### src/core/dsc_pkg.sv
/*
 * Constants and the check-register step function for the sector check block.
 * Assumes a single 10 MHz system clock; no other dependencies.
 */
package dsc_pkg;

	// ----------------------------------------
	// Pin vector positions
	// ----------------------------------------
	localparam int NPIN = 8;
	localparam int P_SECT = 0;
	localparam int P_BIT = 1;
	localparam int P_RDAT = 2;
	localparam int P_RMATCH_N = 3;
	localparam int P_WMATCH_N = 4;
	localparam int P_MSC_N = 5;
	localparam int P_WSYNC_N = 6;
	localparam int P_IOT = 7;
	localparam logic [7:0] PIN_RST = 8'h78;

	// ----------------------------------------
	// Sector format and check polynomial
	// ----------------------------------------
	localparam int WORD_BITS = 12;
	localparam logic [3:0] BIT_LAST = 4'hb;
	localparam logic [5:0] DATA_WORDS = 6'h28;
	// x^12+x^11+x^3+x^2+x+1, bit-reversed for right shift
	localparam logic [11:0] CRC_POLY_R = 12'hf01;
	localparam logic [11:0] CRC_RST = 12'h000;

	// ----------------------------------------
	// Register port map
	// ----------------------------------------
	localparam logic [1:0] ADDR_STAT = 2'h0;
	localparam logic [1:0] ADDR_REM = 2'h1;
	localparam logic [1:0] ADDR_CTRL = 2'h2;
	localparam logic [1:0] CTRL_RST = 2'h0;
	localparam int ST_ERR = 0;
	localparam int ST_EOS = 1;
	localparam int ST_RCMD = 2;
	localparam int ST_WCMD = 3;
	localparam int ST_W40 = 4;
	localparam int CT_SEL_LO = 0;
	localparam int CT_SEL_HI = 1;

	function automatic logic [11:0] crc_step(input logic [11:0] crc, input logic din);
		logic fb;
		fb = crc[0] ^ din;
		crc_step = (crc >> 1) ^ (fb ? CRC_POLY_R : CRC_RST);
	endfunction : crc_step

endpackage : dsc_pkg

### src/core/dsc_sector_check.sv
/*
 * Read-side sector check, end-of-sector sequencing, shutdown gating and
 * drive selection for a serial disc data path.
 * Assumes asynchronous drive/control-board pins, pulses several clocks wide.
 */
//
// Contract
// RL1: Check register uses polynomial x^12+x^11+x^3+x^2+x+1 on serial bits.
// RL2: Register clears at sector clock lead, steps at bit clock trail.
// RL3: Sector is forty 12-bit data words then one check word.
// RL4: All 41 words through the register leave zero; non-zero means suspect.
// RL5: Read bits feed the register only while read command is active.
// RL6: After word forty the feedback stays on so check word folds in.
// RL7: Write data output held high during a read.
// RL8: After last check bit, any non-zero register bit sets error flag.
// RL9: Error shows active low on status bit three during status read.
// RL10: Write sync clears the error flag.
// RL11: Error flag sampled only in read, after word forty, command active.
// RL12: Word 41 completion sets end flop, ends read, samples error, blocks input.
// RL13: With read command gone the register input is low, remainder held.
// RL14: End flop removes write command at check word completion.
// RL15: Control board holds match-at-sector-clock low in shutdown; counter reset.
// RL16: In shutdown both matches drop; commands off, write data high.
// RL17: Shutdown suppresses read-word-ready and preamble-load strobes.
// RL18: Word complete pulse suppressed while bit counter held reset.
// RL19: Two select bits choose one of four drives, low bit first.
// RL20: Each drive enables its bus drivers only on a select match.
// RL21: Error flag stays set until the clearing condition.
`timescale 1ns/100ps
`default_nettype none

module dsc_sector_check (
	input wire logic clk_sys_i,
	input wire logic rst_i,
	input wire logic ce_i,
	input wire logic sector_clock_i,
	input wire logic bit_clock_pulse_i,
	input wire logic read_data_i,
	input wire logic read_match_n_i,
	input wire logic write_match_n_i,
	input wire logic match_at_sector_clock_n_i,
	input wire logic write_sync_n_i,
	input wire logic read_status_iot_i,
	input wire logic write_bit_i,
	input wire logic [1:0] reg_addr_i,
	input wire logic [11:0] reg_wdata_i,
	input wire logic reg_wr_i,
	input wire logic reg_rd_i,
	output logic [11:0] reg_rdata_o,
	output logic read_command_o,
	output logic write_command_o,
	output logic write_data_o,
	output logic status_bit_three_n_o,
	output logic read_word_ready_o,
	output logic preamble_load_o,
	output logic word_complete_pulse_o,
	output logic [3:0] drive_select_o
);
	import dsc_pkg::*;

	// ----------------------------------------
	// Pin synchronisers
	// ----------------------------------------
	logic [NPIN-1:0] pins, s1_reg, s2_reg, s3_reg, pin_reg, prev_reg;

	assign pins = {read_status_iot_i, write_sync_n_i, match_at_sector_clock_n_i,
		write_match_n_i, read_match_n_i, read_data_i, bit_clock_pulse_i, sector_clock_i};

	always_ff @(posedge clk_sys_i) begin
		if (rst_i) begin
			s1_reg <= PIN_RST;
			s2_reg <= PIN_RST;
			s3_reg <= PIN_RST;
			pin_reg <= PIN_RST;
			prev_reg <= PIN_RST;
		end else if (ce_i) begin
			s1_reg <= pins;
			s2_reg <= s1_reg;
			s3_reg <= s2_reg;
			for (int i = 0; i < NPIN; i++) begin
				if (s2_reg[i] == s3_reg[i]) begin
					pin_reg[i] <= s3_reg[i];
				end
			end
			prev_reg <= pin_reg;
		end
	end

	logic sc_lead, sc_trail, bit_trail, rd_bit;
	logic read_match, write_match, shutdown, wsync, iot;

	assign sc_lead = pin_reg[P_SECT] & ~prev_reg[P_SECT];
	assign sc_trail = ~pin_reg[P_SECT] & prev_reg[P_SECT];
	assign bit_trail = ~pin_reg[P_BIT] & prev_reg[P_BIT];
	assign rd_bit = pin_reg[P_RDAT];
	assign read_match = ~pin_reg[P_RMATCH_N];
	assign write_match = ~pin_reg[P_WMATCH_N];
	assign shutdown = ~pin_reg[P_MSC_N];
	assign wsync = ~pin_reg[P_WSYNC_N];
	assign iot = pin_reg[P_IOT];

	// ----------------------------------------
	// Bit and word counters
	// ----------------------------------------
	logic [3:0] cnt_reg;
	logic [5:0] wrd_reg;
	logic word40, wcp;

	assign word40 = (wrd_reg == DATA_WORDS);
	assign wcp = bit_trail && (cnt_reg == BIT_LAST) && !shutdown; // RL18

	always_ff @(posedge clk_sys_i) begin
		if (rst_i) begin
			cnt_reg <= 4'h0;
		end else if (ce_i) begin
			if (shutdown || sc_lead) begin
				cnt_reg <= 4'h0; // RL15
			end else if (bit_trail) begin
				cnt_reg <= (cnt_reg == BIT_LAST) ? 4'h0 : cnt_reg + 4'h1;
			end
		end
	end

	always_ff @(posedge clk_sys_i) begin
		if (rst_i) begin
			wrd_reg <= 6'h00;
		end else if (ce_i) begin
			if (sc_lead) begin
				wrd_reg <= 6'h00;
			end else if (wcp && !word40) begin
				wrd_reg <= wrd_reg + 6'h01; // RL3
			end
		end
	end

	// ----------------------------------------
	// End-of-sector flop and commands
	// ----------------------------------------
	logic eos_reg, eos_set, read_cmd_reg, write_cmd_reg;

	assign eos_set = wcp && word40; // RL12

	always_ff @(posedge clk_sys_i) begin
		if (rst_i) begin
			eos_reg <= 1'b0;
		end else if (ce_i) begin
			if (sc_lead) begin
				eos_reg <= 1'b0;
			end else if (eos_set) begin
				eos_reg <= 1'b1; // RL12
			end
		end
	end

	always_ff @(posedge clk_sys_i) begin
		if (rst_i) begin
			read_cmd_reg <= 1'b0;
		end else if (ce_i) begin
			if (eos_set || !read_match) begin
				read_cmd_reg <= 1'b0; // RL12 RL16
			end else if (sc_trail) begin
				read_cmd_reg <= 1'b1;
			end
		end
	end

	always_ff @(posedge clk_sys_i) begin
		if (rst_i) begin
			write_cmd_reg <= 1'b0;
		end else if (ce_i) begin
			if (eos_set || !write_match) begin
				write_cmd_reg <= 1'b0; // RL14 RL16
			end else if (sc_trail) begin
				write_cmd_reg <= 1'b1;
			end
		end
	end

	// ----------------------------------------
	// Check register
	// ----------------------------------------
	logic [11:0] crc_reg;

	always_ff @(posedge clk_sys_i) begin
		if (rst_i) begin
			crc_reg <= CRC_RST;
		end else if (ce_i) begin
			if (sc_lead) begin
				crc_reg <= CRC_RST; // RL2
			end else if (bit_trail && read_cmd_reg) begin
				crc_reg <= crc_step(crc_reg, rd_bit); // RL1 RL5 RL6 RL13
			end
		end
	end

	// ----------------------------------------
	// Error flag and status
	// ----------------------------------------
	logic samp_reg, err_reg;

	always_ff @(posedge clk_sys_i) begin
		if (rst_i) begin
			samp_reg <= 1'b0;
		end else if (ce_i) begin
			samp_reg <= eos_set && read_match && read_cmd_reg; // RL11
		end
	end

	always_ff @(posedge clk_sys_i) begin
		if (rst_i) begin
			err_reg <= 1'b0;
		end else if (ce_i) begin
			if (wsync) begin
				err_reg <= 1'b0; // RL10
			end else if (samp_reg && (crc_reg != CRC_RST)) begin
				err_reg <= 1'b1; // RL4 RL8 RL21
			end
		end
	end

	always_ff @(posedge clk_sys_i) begin
		if (rst_i) begin
			status_bit_three_n_o <= 1'b1;
		end else if (ce_i) begin
			status_bit_three_n_o <= ~(err_reg && iot); // RL9
		end
	end

	// ----------------------------------------
	// Drive-side outputs and strobes
	// ----------------------------------------
	always_ff @(posedge clk_sys_i) begin
		if (rst_i) begin
			read_command_o <= 1'b0;
			write_command_o <= 1'b0;
			write_data_o <= 1'b1;
		end else if (ce_i) begin
			read_command_o <= read_cmd_reg && !eos_set && read_match;
			write_command_o <= write_cmd_reg && !eos_set && write_match;
			if (read_cmd_reg || !write_match || !write_cmd_reg) begin
				write_data_o <= 1'b1; // RL7 RL16
			end else begin
				write_data_o <= write_bit_i;
			end
		end
	end

	always_ff @(posedge clk_sys_i) begin
		if (rst_i) begin
			word_complete_pulse_o <= 1'b0;
			read_word_ready_o <= 1'b0;
			preamble_load_o <= 1'b0;
		end else if (ce_i) begin
			word_complete_pulse_o <= wcp; // RL18
			read_word_ready_o <= wcp && read_cmd_reg && !word40; // RL17
			preamble_load_o <= wcp && write_match && !word40; // RL17
		end
	end

	// ----------------------------------------
	// Register port and drive select
	// ----------------------------------------
	logic [1:0] ctrl_reg;

	always_ff @(posedge clk_sys_i) begin
		if (rst_i) begin
			ctrl_reg <= CTRL_RST;
		end else if (ce_i && reg_wr_i && reg_addr_i == ADDR_CTRL) begin
			ctrl_reg <= reg_wdata_i[1:0];
		end
	end

	always_ff @(posedge clk_sys_i) begin
		if (rst_i) begin
			drive_select_o <= 4'h1;
		end else if (ce_i) begin
			drive_select_o <= 4'h1 << {ctrl_reg[CT_SEL_HI], ctrl_reg[CT_SEL_LO]}; // RL19
		end
	end

	always_ff @(posedge clk_sys_i) begin
		if (rst_i) begin
			reg_rdata_o <= 12'h000;
		end else if (ce_i) begin
			reg_rdata_o <= 12'h000;
			if (reg_rd_i) begin
				unique case (reg_addr_i)
					ADDR_STAT: begin
						reg_rdata_o[ST_ERR] <= err_reg;
						reg_rdata_o[ST_EOS] <= eos_reg;
						reg_rdata_o[ST_RCMD] <= read_cmd_reg;
						reg_rdata_o[ST_WCMD] <= write_cmd_reg;
						reg_rdata_o[ST_W40] <= word40;
					end
					ADDR_REM: reg_rdata_o <= crc_reg;
					ADDR_CTRL: reg_rdata_o[1:0] <= ctrl_reg;
					default: reg_rdata_o <= 12'h000;
				endcase
			end
		end
	end

	// ----------------------------------------
	// Assertions
	// ----------------------------------------
	a_crc_clear_sc: assert property (@(posedge clk_sys_i) disable iff (rst_i) // RL2
		ce_i && sc_lead |=> crc_reg == CRC_RST)
		else $error("check register not cleared at sector clock");
	a_crc_step_bit: assert property (@(posedge clk_sys_i) disable iff (rst_i) // RL1
		ce_i && bit_trail && read_cmd_reg && !sc_lead
		|=> crc_reg == crc_step($past(crc_reg), $past(rd_bit)))
		else $error("check register step wrong");
	a_crc_hold_idle: assert property (@(posedge clk_sys_i) disable iff (rst_i) // RL13
		ce_i && !read_cmd_reg && !sc_lead |=> $stable(crc_reg))
		else $error("remainder changed without read command");
	a_wdata_read_high: assert property (@(posedge clk_sys_i) disable iff (rst_i) // RL7
		ce_i && read_cmd_reg |=> write_data_o)
		else $error("write data low during read");
	a_err_sample_set: assert property (@(posedge clk_sys_i) disable iff (rst_i) // RL8
		ce_i && samp_reg && crc_reg != CRC_RST && !wsync |=> err_reg)
		else $error("non-zero remainder did not set error");
	a_err_window_only: assert property (@(posedge clk_sys_i) disable iff (rst_i) // RL11
		ce_i && !samp_reg && !err_reg |=> !err_reg)
		else $error("error flag set outside sampling window");
	a_status_bit_low: assert property (@(posedge clk_sys_i) disable iff (rst_i) // RL9
		ce_i && err_reg && iot |=> !status_bit_three_n_o)
		else $error("status bit three not asserted");
	a_status_bit_idle: assert property (@(posedge clk_sys_i) disable iff (rst_i) // RL9
		ce_i && !iot |=> status_bit_three_n_o)
		else $error("status bit three driven without status read");
	a_err_sync_clear: assert property (@(posedge clk_sys_i) disable iff (rst_i) // RL10
		ce_i && wsync |=> !err_reg)
		else $error("write sync did not clear error");
	a_err_flag_sticky: assert property (@(posedge clk_sys_i) disable iff (rst_i) // RL21
		ce_i && err_reg && !wsync |=> err_reg)
		else $error("error flag dropped without write sync");
	a_eos_stops_cmds: assert property (@(posedge clk_sys_i) disable iff (rst_i) // RL12
		ce_i && eos_set |=> eos_reg && !read_cmd_reg && !write_cmd_reg
		&& !read_command_o && !write_command_o)
		else $error("end of sector did not stop commands");
	a_shut_cmds_off: assert property (@(posedge clk_sys_i) disable iff (rst_i) // RL16
		ce_i && !read_match && !write_match |=> !read_cmd_reg && !write_cmd_reg ##1
		!read_command_o && !write_command_o && write_data_o)
		else $error("commands active in shutdown");
	a_shut_strobes_off: assert property (@(posedge clk_sys_i) disable iff (rst_i) // RL17
		ce_i && shutdown |=> !read_word_ready_o && !preamble_load_o
		&& !word_complete_pulse_o)
		else $error("strobe issued in shutdown");
	a_word_count_max: assert property (@(posedge clk_sys_i) disable iff (rst_i) // RL3
		wrd_reg <= DATA_WORDS && cnt_reg <= BIT_LAST)
		else $error("word or bit counter out of range");
	a_drive_sel_onehot: assert property (@(posedge clk_sys_i) disable iff (rst_i) // RL19
		ce_i && !(reg_wr_i && reg_addr_i == ADDR_CTRL) ##1 ce_i
		|=> drive_select_o == 4'h1 << {$past(ctrl_reg[CT_SEL_HI], 2), $past(ctrl_reg[CT_SEL_LO], 2)})
		else $error("drive select decode wrong");

endmodule : dsc_sector_check

`default_nettype wire

### config.mk
export PLATFORM = sky130hd
export DESIGN_NAME = dsc_sector_check
export DESIGN_NICKNAME = d
export VERILOG_FILES = /design/src/core/dsc_pkg.sv /design/src/core/dsc_sector_check.sv
export SDC_FILE = /design/constraint.sdc
export NUM_CORES = 1
export LEC_CHECK = 0
export ABC_CLOCK_PERIOD_IN_PS = 2550
export BUFFER_PORTS_ARGS = -buffer_cell sky130_fd_sc_hd__buf_2
export CAP_MARGIN = 20
export CORE_ASPECT_RATIO = 1.75
export CORE_MARGIN = 2
export CORE_UTILIZATION = 50
export CTS_CLUSTER_DIAMETER = 30
export CTS_CLUSTER_SIZE = 25
export DETAILED_ROUTE_END_ITERATION = 12
export PLACE_DENSITY = 0.69
export SYNTH_ARGS = -nofsm -noshare
export SYNTH_HDL_FRONTEND = slang
export SYNTH_SLANG_ARGS = --single-unit
### constraint.sdc
create_clock -name clk_sys_i -period 2.55 [get_ports clk_sys_i]
set_input_delay 0.765 -clock clk_sys_i [delete_from_list [all_inputs] [get_ports clk_sys_i]]
set_output_delay 0.765 -clock clk_sys_i [all_outputs]
set_load 0.02 [all_outputs]
==> results by group, run 1 <==
Clocking
  – Num CTS Buffers: 9
  – Worst-path clk slew: about 0.06 ns
  – Clk sinks: 86
  – CTS tree: built
  – Clk buf depth: 2
  – CTS HTree Levels: 3
  – # resized after CTS: 0
  – Post-CTS Repair Setup Buffers: 0
  – Clk_lat worst skew: 0.34 ns
  – Hold Buf Count CTS: 0
  – Clock root buffer: clkbuf_16

Die
  – Die H: 115 um
  – Die area: between 0.007 and 0.008 sq mm
  – Starting Density: 51.5%
  – Boundary Pins: between 50 and 60
  – Row cnt: 40
  – Core ar.: just under 0.007 sq mm
  – Die X: 67.3 um

Setup path
  – Critical Path RT: 2.75 ns
  – Length in cells of the worst reg-to-reg path: 4
  – Setup crit end kind: register
  – CP Launch Type: register
  – Launch point of the worst path: prev_reg[0]
  – CP top delay family: compound AO/OA/AOI/OAI gates
  – CP Depth: 4
  – Crit-path max FO: 12
  – Crit Path Class: register to register
  – CP max-delay cell: o21ai_1
  – Worst Setup EP: crc_reg[11]
  – Critical Path AT: 2.02 ns
  – R2R Path Start: prev_reg[0]
  – CP max stage delay: 0.72 ns
  – Buffer and inverter count on the worst path: 0
  – Reg2reg setup slack: 0.73 ns
  – Worst R2R End: crc_reg[11]
  – Crit-path cells: and2b_1 > o21ai_1 > mux2i_1 > nor2_1

Cells and area
  – Area grow syn2layout: 16.1%
  – Share of layout cells above drive strength 1: 16.5%
  – Filler Cells Inserted: 648
  – Antenna cells: 0
  – Layout Nets: 450
  – Cell Count, Final, Fillers Out: roughly 510

Place
  – Placed Instances: 492
  – Port bufs: 40
  – Place WS: 0.484 ns
  – Dpl hpwl: 5.10 mm
  – RePlAce Congestion: 0.826

Logic synthesis
  – Main synth FF type: dfxtp_1
  – Asr flop ratio synth: 0%
  – Top cells by area, synth: dfxtp_1 (49%), mux2i_1 (7.1%), nor2_1 (5.4%)
  – Unique masters post-synth: 50
  – Most frequent cell after synthesis: dfxtp_1
  – Sequential cell area fraction in the yosys report: 49.1%
  – Largest area contributor in the netlist: dfxtp_1
  – Synth warn: 0
  – Post-synth top area share: 49.1%
  – Avg Cell Area, Syn: slightly above 9 sq um
  – Mapped Area: 0.00351 sq mm
  – Number of synthesized flops with an enable pin: 0
  – Syn nets: 414
  – Post-Syn Instances: 383
  – Seq cells post-synth: 86
  – Top cells by count, synth: dfxtp_1 (86), nor2_1 (50), nand2_1 (33), a21oi_1 (27), mux2i_1 (25)

Timing
  – Final worst-path setup slack: about 0.73 ns
  – Period utilisation layout: between 70% and 80%
  – Max Slew Vio Count: 0
  – Worst slew margin: 42.1%
  – Worst-margin pin slew: 0.863 ns
  – Setup TNS Final: 0 ns
  – RSZ-0062 raised after global routing: false
  – Clk_skew: 0.00411 ns
  – Fmax: ~0.55 GHz
  – Final critical-path required period: 1.82 ns
  – Final setup fails: 0
  – Hold_ws: 0.456 ns
  – Final Hold Viols: 0

Routing
  – DRC violations left: 0
  – WL final: 7.38 mm
  – Initial DRT Pass Iterations: 5
  – Wirelength per Cell: roughly 15 um
  – Via count: 2,850
  – Initial detailed-routing violation count: 181
  – DR vias/cell: 5.61
  – Post-route ant nets: 0

Global routing
  – Initial antenna violation count: 0
  – GRT Residual Overflow: 0
  – Vias in the first global route: 2,732
  – Pin count of the biggest net entering global routing: 65
  – Overall routing resource usage: 21.3%
  – First-pass GRT wire length: 12.6 mm

Power and ir drop
  – VDD IR max: between 0.0004 and 0.0005 V
  – Static Leak: 0.00169 uW
  – Power density over the cells: a little under 700 mW/mm^2

Worst hold path
  – Hold WC Path Type: register to register

Outcome
  – Status: complete, no violations

Flow run
  – Maxcap violations: 0
==> tightest hold or removal path, stage by stage, from the launching register on <==
cell and delay, ns:
dfxtp_1 0.31, nand2_1 0.05, a21oi_1 0.05
==> layer usage <==
layer | vias up | global-route usage (%) | share of wire (%)
met5 | - | 0 | 0
li1 | 1424 | - | -
met3 | 19 | 5.38 | 3.0
met1 | 1351 | 25.9 | 42
met2 | 56 | 34.1 | 52
met4 | 0 | 11.2 | 2.9
==> layout by cell type, fill, tap and decap left out, types with 2 or more instances in the layout <==
master,count
dfxtp_1,86
o2bb2ai_1,2
nor2b_1,2
nand4_1,4
nor4b_1,2
buf_4,9
clkbuf_16,9
o211ai_1,2
and3_1,2
mux2i_1,25
buf_2,40
a211o_1,4
a22oi_1,17
o31ai_1,2
nand3b_1,3
a21oi_1,27
inv_1,5
xor2_1,3
xnor2_1,5
nand3_1,11
clkinv_2,3
and2_1,12
o21ai_0,19
ha_1,3
nor2_1,50
o211a_1,2
nand2_1,33
a31oi_1,5
a222oi_1,3
nor4_1,3
nand2b_1,7
and3b_1,2
==> where the power goes <==
group	total (uW)	switching (uW)	internal (uW)	leakage, uW
Sequential	1370	11.3	1360	0.000697
Combinational	122	74.5	47.5	0.000847
Clock	1300	515	781	0.000148
Total	2790	601	2190	0.00169
==> worst min-delay path by stage <==
stage                    from             end  slack, ns  cells past startpoint
2_1_floorplan       s3_reg[7]      pin_reg[7]       0.44                      2
3_3_place_gp        s3_reg[7]      pin_reg[7]       0.44                      2
3_5_place_dp        s3_reg[7]      pin_reg[7]       0.45                      2
4_1_cts             s3_reg[7]      pin_reg[7]       0.46                      2
5_1_grt        read_command_o  read_command_o       0.48                      2
6_report            s3_reg[7]      pin_reg[7]       0.46                      2
==> stage by stage <==
step / cell area [sq um] / power (uW) / util, %
CTS: 4070 / 2820 / 59.8
floorplan: 3510 / 1480 / -
detailed placement: 3770 / 1530 / 55.4
finish: 4070 / 2790 / 59.8
global placement: 3770 / 1520 / 55.4
global route: 4070 / 2880 / 59.8
==> cell families (layout without fill, tap and decap cells) <==
kind of cell	Yosys count	in the layout	share of synthesized area [%]
buf+inv	29	70	3.64
mux	26	26	7.46
simple gates	143	143	20.7
xor+xnor	8	8	2.00
flops	86	86	49.1
fa+ha+maj	3	3	1.07
compound gates	88	88	16.0
==> layout make-up <==
type                       count  area [sq um]  share of cell area (%)
tap                           84           105                    2.58
clock inverter                 6          61.3                    1.51
sequential                    86          1720                    42.3
clock buffer                  10           239                    5.87
inverter                       5          18.8                   0.461
multi-input combinational    268          1660                    40.7
timing repair buffer          49           268                    6.58
Power figures use the tool's default switching activity.
==> run 2, diff against run 1 <==
--- a/config.mk
+++ b/config.mk
@@ -5,7 +5,7 @@
 export SDC_FILE = /design/constraint.sdc
 export NUM_CORES = 1
 export LEC_CHECK = 0
-export ABC_CLOCK_PERIOD_IN_PS = 2550
+export ABC_CLOCK_PERIOD_IN_PS = 1500
 export BUFFER_PORTS_ARGS = -buffer_cell sky130_fd_sc_hd__buf_2
 export CAP_MARGIN = 20
 export CORE_ASPECT_RATIO = 1.75
@@ -14,7 +14,7 @@
 export CTS_CLUSTER_DIAMETER = 30
 export CTS_CLUSTER_SIZE = 25
 export DETAILED_ROUTE_END_ITERATION = 12
-export PLACE_DENSITY = 0.69
+export PLACE_DENSITY = 0.72
 export SYNTH_ARGS = -nofsm -noshare
 export SYNTH_HDL_FRONTEND = slang
 export SYNTH_SLANG_ARGS = --single-unit
==> constraint.sdc (replaced) <==
create_clock -name clk_sys_i -period 1.5 [get_ports clk_sys_i]
set_input_delay 0.45 -clock clk_sys_i [delete_from_list [all_inputs] [get_ports clk_sys_i]]
set_output_delay 0.45 -clock clk_sys_i [all_outputs]
set_load 0.02 [all_outputs]
==> results by group, run 2 (same netlist as run 1, synthesis figures left out) <==
Outcome
  – Status: finished, violations left
  – Violated checks: negative setup slack

Die
  – Die area: 0.00772 sq mm (unchanged)
  – Die X: 67.3 um (unchanged)
  – Row cnt: 40 (unchanged)
  – Boundary Pins: 51 (unchanged)
  – Core ar.: 0.00681 sq mm (unchanged)
  – Die H: 115 um (unchanged)
  – Starting Density: 51.5% (unchanged)

Timing
  – Final critical-path required period: 1.50 ns (-0.312 ns)
  – Setup TNS Final: -0.00419 ns (-0.00419 ns)
  – Clk_skew: 0.00544 ns (+0.00134 ns)
  – Final worst-path setup slack: -0.00419 ns (-0.738 ns)
  – Worst-margin pin slew: 0.475 ns (-0.387 ns)
  – RSZ-0062 raised after global routing: true
  – Max Slew Vio Count: 0 (unchanged)
  – Fmax: 0.665 GHz (+21%)
  – Period utilisation layout: 100% (+29 points)
  – Final Hold Viols: 0 (unchanged)
  – Final setup fails: 1 (+1)
  – Worst slew margin: 68.1% (+26 points)

Routing
  – Post-route ant nets: 0 (unchanged)
  – Met3 wire len: 198 um (-10%)
  – DR vias/cell: 5.56 (-0.83%)
  – Post-Route M1 WL: 3.16 mm (+2.5%)
  – Wirelength per Cell: 14.7 um (+1.1%)
  – Metal2 WL: 4.31 mm (+12%)
  – Via count: 2,971 (+4.2%)
  – Initial detailed-routing violation count: 134 (-26%)
  – DRC violations left: 0 (unchanged)
  – Uppermost layer routed: met4
  – Initial DRT Pass Iterations: 4 (-1)
  – WL final: 7.84 mm (+6.2%)

Place
  – Place WS: -0.0951 ns (-0.579 ns)
  – RePlAce Congestion: 0.847 (+2.5%)
  – Dpl hpwl: 5.50 mm (+7.9%)
  – Placed Instances: 518 (+5.3%)
  – Placed cell area: 0.00399 sq mm (+5.8%)
  – Port bufs: 40 (unchanged)

Global routing
  – Overall routing resource usage: 22.1% (+0.85 points)
  – First-pass GRT wire length: 12.9 mm (+2.6%)
  – Vias in the first global route: 2,867 (+4.9%)
  – Initial antenna violation count: 0 (unchanged)
  – Pin count of the biggest net entering global routing: 54 (-17%)
  – GRT Residual Overflow: 0 (unchanged)

Clocking
  – Worst-path clk slew: 0.06 ns (about the same)
  – CTS tree: built
  – Clk buf depth: 2 (unchanged)
  – Clk sinks: 86 (unchanged)
  – Clock root buffer: clkbuf_16
  – CTS HTree Levels: 3 (unchanged)
  – Num CTS Buffers: 9 (unchanged)
  – Post-CTS Repair Setup Buffers: 0 (unchanged)
  – Clk_lat worst skew: 0.35 ns (about the same)

Cells and area
  – Final instance area: 0.00432 sq mm (+6.2%)
  – Leading cell types in the layout, fill and taps excluded: dfxtp_1 (84), nor2_1 (49), buf_2 (40)
  – Antenna cells: 0 (unchanged)
  – Layout Nets: 476 (+5.8%)
  – Cell Count, Final, Fillers Out: 534 (+5.1%)
  – Filler Cells Inserted: 612 (-5.6%)
  – Share of layout cells above drive strength 1: 24.2% (+7.7 points)
  – Commonest non-fill, non-tap cell in the layout: dfxtp_1
  – Area grow syn2layout: 23.3%

Setup path
  – Critical Path AT: 1.78 ns (-0.24 ns)
  – Crit Path Class: register to register
  – Setup crit end kind: register
  – Length in cells of the worst reg-to-reg path: 6 (+2)
  – Crit-path cells: inv_2 > ha_4 > nand4b_1 > nor4b_4 > or4b_1 > a21oi_1
  – Buffer and inverter count on the worst path: 1 (+1)
  – Critical Path RT: 1.78 ns (-0.97 ns)
  – CP top delay family: simple AND/OR/NAND/NOR gates
  – CP max-delay cell: or4b_1
  – CP Launch Type: register
  – CP Depth: 6 (+2)
  – CP max stage delay: 0.50 ns (-0.22 ns)
  – Crit-path max FO: 6 (-6)

Worst hold path
  – Hold WC Path Type: primary input to register
  – Hold Path Stages: 3 (+1)

Power and ir drop
  – Static Leak: 0.00182 uW (+7.9%)
  – VDD IR max: 0.000912 V (+85%)
  – Power density over the cells: 1080 mW/mm^2 (+58%)

Flow run
  – Maxcap violations: 0 (unchanged)
run 2: cell types whose count changed in the layout (fill, tap and decap cells not counted), sizes merged:
cell	previous run	this run
clkinv	4	2
inv	5	6
buf	49	75
bufinv	1	0
clkbuf	10	12
run 2: report_power, final:
group          internal, uW  switching (uW)
Combinational          99.3             132
Sequential             2320            18.8
Clock                  1220             901
Total                  3630            1050
run 2: routing by layer:
layer	vias to the layer above	global-route usage, %
met5	-	0
met4	0	12.7
met3	14	4.89
met2	40	37.6
met1	1440	24.8
li1	1477	-
run 2: stage by stage:
| step | util (%) | total power, uW | hold WS (ns) |
|---|---|---|---|
| global placement | 58.6 | 2610 | 0.445 |
| detailed placement | 58.6 | 2620 | 0.455 |
| global route | 63.5 | 4830 | 0.332 |
| CTS | 63.2 | 4720 | 0.318 |
| floorplan | - | 2520 | 0.436 |
| finish | 63.5 | 4680 | 0.322 |
run 2: layout make-up:
cell class,count,area (sq um),share of cell area (%)
flip-flops and latches,86,1720,39.9
multi-input cells,268,1700,39.4
repair buffers,75,488,11.3
clock buffers,12,256,5.93
well taps,84,105,2.43
clock inverters,4,30.0,0.694
inverters,5,18.8,0.434
run 2: repair_timing:
action | CTS | global route
hold buffers | 0 | 0
pin swaps | 7 | 2
gates resized for setup | 9 | 7
endpoints found under the hold margin | 0 | 0
setup endpoints to repair | 12 | 12
run 2: worst paths after layout:
path,slack (ns),end,from
max,-0.004,write_command_o,wrd_reg[0]
max reg2reg,-0.004,write_command_o,wrd_reg[0]
min reg2reg,0.46,reg_rdata_o[0],reg_rdata_o[0]
min,0.32,s1_reg[6],write_sync_n_i
run 2: worst min-delay path, stage by stage:
cell and delay (ns):
buf_2 0.08, mux2i_1 0.06, nand2_1 0.06
